<file path="src/rtl/gpio_defs.vh">
// Constants for the dual-port GPIO block with sleep wake-up
// How it works
// - Port reads return live pin levels, never the output latches
// - Every reset forces all direction bits to one, pins become inputs
// - First port has four pins; bits 7-4 read as zero
// - Supply level select bit picks 3 V or 5 V for first port
// - Second port has eight pins, one per data bit
// - Entering sleep captures the four low wake pin levels as reference
// - In sleep, enabled wake pin differing from reference requests reset
// - Pin-change wake clears wake flag; power-on/external/watchdog set it
// - One config bit enables or disables wake-on-change
// - Power-on sets all six config bits; set disable bit keeps wake off
// - Top second-port pin, set as input, wakes the device whenever it is high in sleep with wake enabled
// - Only pins set as inputs can cause a wake-up
// - Direction registers load from accumulator on direction-load only
// - Direction 1 means driver off; 0 drives the output latch
// - Output latches hold until rewritten; inputs are not latched
// - Each pin direction is independently selectable
// - Bit set/clear read pins, modify bit, write whole latch
// - Data latches kept across external, watchdog and wake resets
`ifndef GPIO_DEFS_VH
`define GPIO_DEFS_VH

// ****************************************
// Register file addresses
// ****************************************
`define ADDR_CPU_FLAGS 5'h03
`define ADDR_GROUP_A 5'h05
`define ADDR_GROUP_B 5'h06
// Direction-load targets
`define DIR_SEL_A 3'h5
`define DIR_SEL_B 3'h6
`define DIR_SEL_CFG 3'h7

// ****************************************
// Field positions and reset values
// ****************************************
`define FLAG_WAKE_BIT 7
`define CFG_WAKE_DIS_BIT 5
`define CFG_SUPPLY_BIT 3
`define CFG_RESET 6'h3f
`define DIR_RESET 8'hff
`define GROUP_A_MASK 8'h0f
`define WAKE_LOW_MASK 8'h0f
`define SLOW_PIN_BIT 7

// ****************************************
// Reset causes
// ****************************************
`define RST_POWER_ON 2'h0
`define RST_EXT_WDT 2'h1
`define RST_PIN_WAKE 2'h2
`define RST_BROWN_OUT 2'h3

`endif

</file>
<file path="src/rtl/gpio_port.v">
// Dual-port GPIO with direction registers and sleep wake-on-change
`timescale 1ns/1ps
`default_nettype none
`include "gpio_defs.vh"

module gpio_port #(
    parameter A_WIDTH = 4,
    parameter B_WIDTH = 8
) (
    input wire i_sys_clk,
    input wire i_arst_n,
    // Reset cause, sampled while a soft reset pulse is high
    input wire i_soft_rst,
    input wire [1:0] i_rst_cause,
    // Register file access from the core
    input wire [4:0] i_addr,
    input wire i_wr_en,
    input wire [7:0] i_wr_data,
    input wire i_rd_en,
    input wire i_bit_op,
    input wire i_bit_val,
    input wire [2:0] i_bit_sel,
    input wire i_dir_load,
    input wire [2:0] i_dir_sel,
    input wire [7:0] i_accum,
    input wire i_sleep_enter,
    input wire i_sleeping,
    // Pins
    input wire [A_WIDTH-1:0] i_group_a_bits,
    output reg [A_WIDTH-1:0] o_group_a_bits,
    output reg [A_WIDTH-1:0] o_group_a_oe,
    input wire [B_WIDTH-1:0] i_group_b_bits,
    output reg [B_WIDTH-1:0] o_group_b_bits,
    output reg [B_WIDTH-1:0] o_group_b_oe,
    // Outputs to core and power logic
    output reg [7:0] o_rd_data,
    output reg o_wake_change_flag,
    output reg o_io_supply_level_select,
    output reg o_wake_reset_req
);

wire [A_WIDTH-1:0] pin_a_s;
wire [B_WIDTH-1:0] pin_b_s;
wire [7:0] pin_a_word;
wire [7:0] pin_b_word;
reg [A_WIDTH-1:0] latch_a_q;
reg [B_WIDTH-1:0] latch_b_q;
reg [A_WIDTH-1:0] pin_direction_a_q;
reg [B_WIDTH-1:0] pin_direction_b_q;
reg [5:0] extra_feature_config_q;
reg [3:0] wake_ref_q;
reg wake_d;
reg [7:0] bit_result;
wire [1:0] access_port;
wire [3:0] low_changed;
wire slow_high;

// ****************************************
// Pin synchronisers
// ****************************************
// Every pin passes two flops before any logic reads it
gpio_sync #(
    .WIDTH(A_WIDTH)
) u_sync_a (
    .i_sys_clk(i_sys_clk),
    .i_arst_n(i_arst_n),
    .i_async(i_group_a_bits),
    .o_sync(pin_a_s)
);

gpio_sync #(
    .WIDTH(B_WIDTH)
) u_sync_b (
    .i_sys_clk(i_sys_clk),
    .i_arst_n(i_arst_n),
    .i_async(i_group_b_bits),
    .o_sync(pin_b_s)
);

assign pin_a_word = {{(8-A_WIDTH){1'b0}}, pin_a_s};
assign pin_b_word = pin_b_s;

// ****************************************
// Address decode
// ****************************************
// Port latch hit by an access, bit 0 first port
function [1:0] port_decode;
    input [4:0] addr;
    begin
        port_decode = 2'h0;
        if (addr == `ADDR_GROUP_A)
        begin
            port_decode = 2'h1;
        end
        else if (addr == `ADDR_GROUP_B)
        begin
            port_decode = 2'h2;
        end
    end
endfunction

assign access_port = port_decode(i_addr);

// Set or clear one bit of a pin snapshot
function [7:0] bit_modify;
    input [7:0] word;
    input [2:0] sel;
    input val;
    reg [7:0] onehot;
    begin
        onehot = 8'h01 << sel;
        bit_modify = val ? (word | onehot) : (word & ~onehot);
    end
endfunction

always @*
begin
    bit_result = 8'h00;
    if (access_port[0])
    begin
        bit_result = bit_modify(pin_a_word, i_bit_sel, i_bit_val);
    end
    else
    begin
        bit_result = bit_modify(pin_b_word, i_bit_sel, i_bit_val);
    end
end

// ****************************************
// Output data latches
// ****************************************
// latches kept over reset
// No reset branch, so contents ride through soft resets
always @(posedge i_sys_clk)
begin
    if (i_bit_op && access_port[0])
    begin
        latch_a_q <= bit_result[A_WIDTH-1:0];
    end
    else if (i_wr_en && access_port[0])
    begin
        latch_a_q <= i_wr_data[A_WIDTH-1:0];
    end
    if (i_bit_op && access_port[1])
    begin
        latch_b_q <= bit_result[B_WIDTH-1:0];
    end
    else if (i_wr_en && access_port[1])
    begin
        latch_b_q <= i_wr_data[B_WIDTH-1:0];
    end
end

// ****************************************
// Direction and config registers
// ****************************************
always @(posedge i_sys_clk or negedge i_arst_n)
begin
    if (!i_arst_n)
    begin
        pin_direction_a_q <= {A_WIDTH{1'b1}};
        pin_direction_b_q <= {B_WIDTH{1'b1}};
        extra_feature_config_q <= `CFG_RESET;
    end
    // Soft reset wins over a direction load
    else if (i_soft_rst)
    begin
        pin_direction_a_q <= {A_WIDTH{1'b1}};
        pin_direction_b_q <= {B_WIDTH{1'b1}};
        if (i_rst_cause == `RST_POWER_ON)
        begin
            extra_feature_config_q <= `CFG_RESET;
        end
    end
    else if (i_dir_load)
    begin
        if (i_dir_sel == `DIR_SEL_A)
        begin
            pin_direction_a_q <= i_accum[A_WIDTH-1:0];
        end
        else if (i_dir_sel == `DIR_SEL_B)
        begin
            pin_direction_b_q <= i_accum[B_WIDTH-1:0];
        end
        else if (i_dir_sel == `DIR_SEL_CFG)
        begin
            extra_feature_config_q <= i_accum[5:0];
        end
    end
end

// ****************************************
// Wake-on-change
// ****************************************
// change from reference
assign low_changed = (pin_b_s[3:0] ^ wake_ref_q) & pin_direction_b_q[3:0];
assign slow_high = pin_b_s[`SLOW_PIN_BIT] & pin_direction_b_q[`SLOW_PIN_BIT];

always @*
begin
    wake_d = 1'b0;
    // single enable bit
    // Entry edge still holds the old reference
    if (i_sleeping && !i_sleep_enter && !extra_feature_config_q[`CFG_WAKE_DIS_BIT])
    begin
        if (|low_changed)
        begin
            wake_d = 1'b1;
        end
        if (slow_high)
        begin
            wake_d = 1'b1;
        end
    end
end

always @(posedge i_sys_clk or negedge i_arst_n)
begin
    if (!i_arst_n)
    begin
        wake_ref_q <= 4'h0;
        o_wake_reset_req <= 1'b0;
        o_wake_change_flag <= 1'b1;
    end
    else
    begin
        // Reference taken from synchronised pins
        // capture on sleep entry
        if (i_sleep_enter)
        begin
            wake_ref_q <= pin_b_s[3:0];
        end
        // Request drops in a soft reset cycle
        // wake request out
        o_wake_reset_req <= wake_d && !i_soft_rst;
        if (i_soft_rst)
        begin
            if (i_rst_cause == `RST_PIN_WAKE)
            begin
                o_wake_change_flag <= 1'b0;
            end
            else if (i_rst_cause != `RST_BROWN_OUT)
            begin
                o_wake_change_flag <= 1'b1;
            end
        end
    end
end

// ****************************************
// Pin drivers and read data
// ****************************************
always @(posedge i_sys_clk or negedge i_arst_n)
begin
    if (!i_arst_n)
    begin
        o_group_a_bits <= {A_WIDTH{1'b0}};
        o_group_a_oe <= {A_WIDTH{1'b0}};
        o_group_b_bits <= {B_WIDTH{1'b0}};
        o_group_b_oe <= {B_WIDTH{1'b0}};
        o_io_supply_level_select <= 1'b1;
        o_rd_data <= 8'h00;
    end
    else
    begin
        o_group_a_bits <= latch_a_q;
        o_group_a_oe <= ~pin_direction_a_q;
        o_group_b_bits <= latch_b_q;
        o_group_b_oe <= ~pin_direction_b_q;
        o_io_supply_level_select <= extra_feature_config_q[`CFG_SUPPLY_BIT];
        // Reads see the pins two cycles late
        if (i_rd_en)
        begin
            case (i_addr)
                `ADDR_GROUP_A: o_rd_data <= pin_a_word;
                `ADDR_GROUP_B: o_rd_data <= pin_b_word;
                `ADDR_CPU_FLAGS: o_rd_data <= {o_wake_change_flag, 7'h00};
                default: o_rd_data <= 8'h00;
            endcase
        end
    end
end

endmodule // gpio_port

`default_nettype wire

</file>
<file path="src/rtl/gpio_sync.v">
// Two-stage synchroniser for a group of pin inputs
`timescale 1ns/1ps
`default_nettype none

module gpio_sync #(
    parameter WIDTH = 8
) (
    input wire i_sys_clk,
    input wire i_arst_n,
    input wire [WIDTH-1:0] i_async,
    output wire [WIDTH-1:0] o_sync
);

reg [WIDTH-1:0] stage1_q;
reg [WIDTH-1:0] stage2_q;

always @(posedge i_sys_clk or negedge i_arst_n)
begin
    if (!i_arst_n)
    begin
        stage1_q <= {WIDTH{1'b0}};
        stage2_q <= {WIDTH{1'b0}};
    end
    else
    begin
        stage1_q <= i_async;
        stage2_q <= stage1_q;
    end
end

assign o_sync = stage2_q;

endmodule // gpio_sync

`default_nettype wire

</file>
<file path="config.mk">
export PLATFORM = sky130hd
export DESIGN_NAME = gpio_port
export DESIGN_NICKNAME = d
export VERILOG_FILES = /design/src/rtl/gpio_port.v /design/src/rtl/gpio_sync.v
export VERILOG_INCLUDE_DIRS = /design/src /design/src/rtl
export SDC_FILE = /design/constraint.sdc
export NUM_CORES = 1
export LEC_CHECK = 0
export BUFFER_PORTS_ARGS = -buffer_cell sky130_fd_sc_hd__buf_2
export CAP_MARGIN = 15
export CELL_PAD_IN_SITES_DETAIL_PLACEMENT = 1
export CELL_PAD_IN_SITES_GLOBAL_PLACEMENT = 2
export CORE_MARGIN = 2
export CORE_UTILIZATION = 37
export CTS_CLUSTER_DIAMETER = 200
export DETAILED_ROUTE_END_ITERATION = 16
export GPL_TIMING_DRIVEN = 1
export PLACE_DENSITY_LB_ADDON = 0.1
export SLEW_MARGIN = 20
export SYNTH_ARGS = -nofsm -noshare
export SYNTH_HDL_FRONTEND = slang
export SYNTH_SLANG_ARGS = --single-unit
export TNS_END_PERCENT = 100
</file>
<file path="constraint.sdc">
create_clock -name i_sys_clk -period 2 [get_ports i_sys_clk]
set_input_delay 0.3 -clock i_sys_clk [delete_from_list [all_inputs] [get_ports i_sys_clk]]
set_output_delay 0.3 -clock i_sys_clk [all_outputs]
set_load 0.02 [all_outputs]
</file>
==> flow_metrics.py, run 1 <==
metrics = {
    "die": {
        "core_area_mm2": 0.00872,
        "core.rowCount": 34,
        "die_h_um": 99.0,
        "start_util_pct": 38.3,
        "fp.dieArea_mm2": 0.00980,
        "num_io_pins": 86,
        "fp.dieW_um": 99.0,
    },
    "grt": {
        "grt.met3_usage_pct": 3.40,
        "grt_use_met2_pct": 23.7,
        "grt_max_degree": 40,
        "overflow": 0,
        "antenna_found_initial": 0,
        "grt_pass1_wl_mm": 11.9,
        "grt_pass1_vias": 2299,
        "grt_usage_pct": 15.9,
        "grtUsageMet1_pct": 22.3,
        "grt-busiest-layer": "met2",
    },
    "min_path": {
        "min_from": "i_group_b_bits[1]",
        "hp-class": "input port to flop",
    },
    "place": {
        "io_buffers": 85,
        "gp_congestion": 0.755,
        "dpl_worst_slack_ns": 0.279,
        "post-dp-hpwl_mm": 5.41,
        "placed_area_mm2": 0.00391,
        "dp.cells": 442,
    },
    "setup_path": {
        "crit_start": "o_wake_change_flag",
        "worstRegToRegCells": 3,
        "crit_buf_inv": 1,
        "critPathMaxFanout": 3,
        "timing.critical_path.depth": 1,
        "critical_path_arrival_ns": 1.09,
        "timing.rr.end": "latch_b_q[1]",
        "critPathLaunchType": "flop",
        "endpoint_kind": "primary output",
        "cpLargestDelayFamily": "flip-flops",
        "r2r_slack_ns": 0.71,
        "crit_end": "o_wake_change_flag",
        "critPathRequiredTime_ns": 1.70,
        "crit_chain": "buf_2",
        "critPathKind": "flop to primary output",
        "r2r_start": "u_sync_b.o_sync[1]",
        "slowest_stage": "dfstp_2",
        "cpPeakStageDelay_ns": 0.56,
    },
    "synth": {
        "ys_types": 41,
        "yosysTopAreaCell": "dfrtp_1",
        "ys_seq_area_share_pct": 69.1,
        "netlist.area_leader.share_pct": 45.7,
        "synth_fp_nets": 303,
        "yosysWarnings": 0,
        "yosys_most_used_dff": "dfrtp_1",
        "avgSynthCellArea_um2": 13.3,
        "synthTopCellsByArea": "dfrtp_1 46%, dfstp_2 13%, edfxtp_1 11%",
        "synth_most_common_cell": "dfrtp_1",
        "ys_ff_latch": 89,
        "syn_area_mm2": 0.00334,
        "ys_async_sr_fraction_pct": 86.5,
        "synth_common_cells": "61 x dfrtp_1, 26 x nand2_1, 18 x inv_1",
        "synth_edf_count": 12,
        "synthCells": 252,
    },
    "power_and_ir_drop": {
        "power-per-cell-area_mw_per_mm2": 858,
        "p_leak_uw": 0.00198,
        "vdd.ir_drop.worst_uv": 335,
    },
    "cells_and_area": {
        "nets": 397,
        "multi_input_area_um2": 921,
        "syn_to_final_growth_pct": 24.0,
        "antenna_cells": 0,
        "stdcell_count": 459,
        "fill_cells": 958,
        "final_area_mm2": 0.00414,
        "final-seq-area_mm2": 0.00231,
        "drive_gt1_share_pct": 38.7,
    },
    "sta": {
        "min_period_ns": 1.39,
        "setup_tns_ns": 0,
        "hold_slack_ns": 0.0395,
        "maxSlewHeadroom_pct": 61.2,
        "rsz0062_at_grt": "false",
        "finClkSkew_ns": 0.0128,
        "finalMaxSlewViolations": 0,
        "hold_viol_final": 0,
        "tightest_slew_ns": 0.581,
        "max_freq_mhz": 722,
        "fin_crit_sh_pct": 69.3,
        "finalSetupViolCount": 0,
        "fin_ws_ns": 0.615,
    },
    "drt": {
        "vias_per_cell": 4.88,
        "drt_wl_total_mm": 7.21,
        "drt_iter0_markers": 57,
        "wl_per_cell_um": 15.7,
        "first_pass_iters": 4,
        "dr_total_vias": 2241,
        "drtAntennaViolNets": 0,
        "drcViolationCount": 0,
    },
    "clock_tree": {
        "cts_buffers": 9,
        "cts_setup_buffers": 0,
        "tritoncts": "yes",
        "path_clk_slew_ns": 0.09,
        "cts_max_level": 3,
        "cts.sinks": 89,
        "cts_root_buf": "clkbuf_8",
        "insertion_delay_ns": 0.36,
        "cts_resized": 0,
        "clk_path_buf_depth": 2,
    },
    "flow_run": {
        "cap_viol_max_count": 0,
    },
    "run_status": {
        "status": "finished, final reports clean",
    },
}
report_power, final:
part / leakage (uW) / internal, uW / switching (uW)
logic: 0.000831 / 120 / 170
clock network: 0.000115 / 655 / 654
registers: 0.00103 / 1920 / 38.2
logic make-up after synthesis:
kind of cell	count (synthesis)	share of synthesized area [%]
multiplexers	14	4.76
AND/OR/NAND/NOR	60	9.25
flip-flops	89	69.1
AO/OA/AOI/OAI	58	12.2
XOR/XNOR	5	1.31
buffers and inverters	26	3.37
layout make-up:
cell class / count / area share, %
sequential: 89 / 55.7
multi-input combinational: 137 / 22.2
timing repair buffer: 91 / 11.8
clock buffer: 12 / 4.53
tap: 108 / 3.26
inverter: 18 / 1.63
clock inverter: 4 / 0.906
worst min path at each step:
stage / endpoint / cells past startpoint / slack, ns
after CTS: u_sync_b.stage1_q[1] / 1 / 0.02
after detailed placement: o_group_b_bits[6] / 1 / 0.21
after global routing: u_sync_b.stage1_q[7] / 1 / 0.01
after floorplan: o_group_a_bits[0] / 0 / 0.004
after global placement: o_group_b_bits[6] / 1 / 0.21
final: u_sync_b.stage1_q[1] / 1 / 0.04
cells in the final DEF, fill, tap and decap left out, types with 7 or more instances in the layout:
cell,count
dfstp_2,16
dfrtp_1,61
nor2_1,8
edfxtp_1,12
o211ai_1,12
a22o_1,9
o21ai_0,13
buf_2,84
inv_1,18
clkbuf_8,10
nand2_1,26
mux2_2,7
metal layers:
layer / share of wire (%) / wire length [um]
met1: 47 / 3390
met2: 46 / 3330
met3: 5.1 / 368
met4: 1.7 / 125
met5: 0 / 0
stage by stage:
| stage | utilization, % | power [uW] |
|---|---|---|
| final | 47.5 | 3560 |
| after global routing | 47.5 | 3730 |
| after CTS | 47.5 | 3610 |
| after detailed placement | 44.8 | 2290 |
| after global placement | 44.8 | 2280 |
| after floorplan | - | 2120 |
state kept, by name (all words and copies together) (netlist names), 8 cells and up:
signal             cells
o_group_b_bits         8
u_sync_b.o_sync        8
pin_direction_b_q      8
o_group_b_oe           8
u_sync_b.stage1_q      8
o_rd_data              8
latch_b_q              8
repair_timing:
action                                  in CTS  in global routing
endpoints found under the hold margin       16                  0
hold buffers                                 1                  0
endpoints found under the setup margin       0                  0
No activity file was read; power rests on OpenSTA's default activity.
==> inputs of run 2 (changes only) <==
--- a/config.mk
+++ b/config.mk
@@ -11,7 +11,7 @@
 export CELL_PAD_IN_SITES_DETAIL_PLACEMENT = 1
 export CELL_PAD_IN_SITES_GLOBAL_PLACEMENT = 2
 export CORE_MARGIN = 2
-export CORE_UTILIZATION = 37
+export CORE_UTILIZATION = 34
 export CTS_CLUSTER_DIAMETER = 200
 export DETAILED_ROUTE_END_ITERATION = 16
 export GPL_TIMING_DRIVEN = 1
==> constraint.sdc (replaced) <==
create_clock -name i_sys_clk -period 1.31 [get_ports i_sys_clk]
set_input_delay 0.1965 -clock i_sys_clk [delete_from_list [all_inputs] [get_ports i_sys_clk]]
set_output_delay 0.1965 -clock i_sys_clk [all_outputs]
set_load 0.02 [all_outputs]
==> run 2 against run 1 <==
Combinational power up 80%. Non-clock buffer count increased by 33. Register-to-register slack got worse by 0.62 ns. Core utilization decreased by 1.3 points. Wire length grew 6.2%. Sequential share of layout area fell by 3.9 points. Clock power is 38% higher. Critical path depth stayed put. Largest power group unchanged. Highest routed layer unchanged.
==> flow_metrics.py, run 2 (same netlist as run 1, synthesis figures left out) <==
metrics = {
    "run_status": {
        "status": "finished, final reports clean",
    },
    "sta": {
        "finalSetupViolCount": 0,
        "finalMaxSlewViolations": 0,
        "fin_ws_ns": 0.0719,
        "max_freq_mhz": 808,
        "hold_viol_final": 0,
        "tightest_slew_ns": 0.429,
        "rsz0062_at_grt": "false",
        "finClkSkew_ns": 0.00994,
        "maxSlewHeadroom_pct": 71.4,
        "min_period_ns": 1.24,
        "fin_crit_sh_pct": 94.5,
    },
    "cells_and_area": {
        "stdcell_count": 517,
        "syn_to_final_growth_pct": 33.4,
        "fill_cells": 1072,
        "final_cell_mix": "83 x buf_2, 61 x dfrtp_1, 26 x nand2_1",
        "antenna_cells": 0,
        "nets": 430,
        "final_common_cell": "buf_2",
        "drive_gt1_share_pct": 41.1,
    },
    "place": {
        "gp_congestion": 0.813,
        "io_buffers": 85,
        "post-dp-hpwl_mm": 5.73,
        "dp.cells": 486,
        "dpl_worst_slack_ns": -0.304,
    },
    "grt": {
        "overflow": 0,
        "grt_pass1_vias": 2399,
        "grt_usage_pct": 15.7,
        "grt_pass1_wl_mm": 12.4,
        "antenna_found_initial": 0,
        "grt_max_degree": 43,
    },
    "power_and_ir_drop": {
        "vdd.ir_drop.worst_uv": 568,
        "power-per-cell-area_mw_per_mm2": 1190,
        "p_leak_uw": 0.00213,
        "total_power_uw": 5320,
    },
    "drt": {
        "top_layer": "met4",
        "dr_total_vias": 2352,
        "drcViolationCount": 0,
        "wl_met3_um": 324,
        "wl_met1_mm": 3.72,
        "drtAntennaViolNets": 0,
        "first_pass_iters": 4,
        "routed-wl-met2_mm": 3.52,
        "drt_iter0_markers": 56,
        "vias_per_cell": 4.55,
        "drt_wl_total_mm": 7.66,
        "wl_per_cell_um": 14.8,
    },
    "setup_path": {
        "r2r_slack_ns": 0.09,
        "critPathLaunchType": "flop",
        "crit_chain": "buf_4",
        "critical_path_arrival_ns": 1.04,
        "critPathKind": "flop to primary output",
        "cpPeakStageDelay_ns": 0.55,
        "endpoint_kind": "primary output",
        "crit_buf_inv": 1,
        "critPathMaxFanout": 2,
        "critPathRequiredTime_ns": 1.11,
        "timing.rr.end": "latch_b_q[0]",
        "worstRegToRegCells": 3,
        "slowest_stage": "dfstp_2",
        "r2r_start": "u_sync_b.o_sync[0]",
        "cpLargestDelayFamily": "flip-flops",
    },
    "clock_tree": {
        "cts.sinks": 89,
        "path_clk_slew_ns": 0.11,
        "cts_max_level": 3,
        "cts_buffers": 9,
        "cts_root_buf": "clkbuf_8",
        "insertion_delay_ns": 0.36,
        "tritoncts": "yes",
        "clk_path_buf_depth": 2,
    },
    "min_path": {
        "min_from": "i_accum[4]",
        "hp-class": "input port to flop",
        "hold_depth": 3,
        "worstHoldEndpoint": "pin_direction_b_q[4]",
    },
    "die": {
        "fp.dieW_um": 103,
        "start_util_pct": 34.7,
        "die_h_um": 103,
        "core.rowCount": 36,
        "core_area_mm2": 0.00964,
        "num_io_pins": 86,
        "fp.dieArea_mm2": 0.0106,
    },
    "flow_run": {
        "cap_viol_max_count": 0,
    },
}
-- run 2: final cells by class --
type / instances / area (um^2) / share of cell area [%]
Clock buffer: 9 / 124 / 2.78
Clock inverter: 7 / 66.3 / 1.49
Inverter: 18 / 67.6 / 1.52
Multi-Input combinational cell: 137 / 931 / 20.9
Sequential cell: 89 / 2310 / 51.8
Tap cell: 133 / 166 / 3.73
Timing Repair Buffer: 124 / 796 / 17.9
-- run 2: worst max-delay path by stage --
stage / end / depth (start not counted) / from / slack, ns
CTS: o_wake_change_flag / 1 / o_wake_change_flag / 0.05
global route: latch_b_q[0] / 3 / u_sync_b.o_sync[0] / 0.009
global placement: latch_b_q[0] / 6 / i_addr[0] / -0.27
floorplan: latch_b_q[6] / 5 / i_addr[4] / -0.06
detailed placement: latch_b_q[0] / 6 / i_addr[1] / -0.30
finish: o_wake_change_flag / 1 / o_wake_change_flag / 0.07
-- run 2: timing repair --
action,in CTS,in global routing
resized for setup,1,0
setup endpoints to repair,1,0
hold buffers,14,0
setup buffers,1,0
endpoints found under the hold margin,82,0
-- run 2: tightest hold or removal path: cells and delay by family --
family                 cells  cell delay, ns
buffers and inverters      1            0.09
AOI/OAI and AO/OA          1            0.08
and+or+nand+nor            1            0.05
-- run 2: layer usage --
metal	up-vias	global-route usage, %
met4	0	6.98
met5	-	0
met1	1137	22.1
met3	9	2.64
li1	1148	-
met2	58	23.9
-- run 2: stage by stage --
| step | utilization (%) | setup TNS [ns] | instance area [um^2] | hold WS [ns] |
|---|---|---|---|---|
| floorplan | - | -0.445 | 3360 | -0.0991 |
| finish | 46.2 | 0 | 4460 | 0.0469 |
| global route | 46.2 | 0 | 4460 | 0.0534 |
| CTS | 46.2 | 0 | 4460 | 0.0288 |
| detailed placement | 42.7 | -5.62 | 4120 | 0.185 |
| global placement | 42.7 | -4.75 | 4120 | 0.184 |
-- run 2: power breakdown --
part	leakage, uW	internal (uW)	total [uW]	switching [uW]
combinational	0.000994	247	524	277
clock	0.0000991	747	1810	1070
sequential	0.00103	2930	2990	56.7
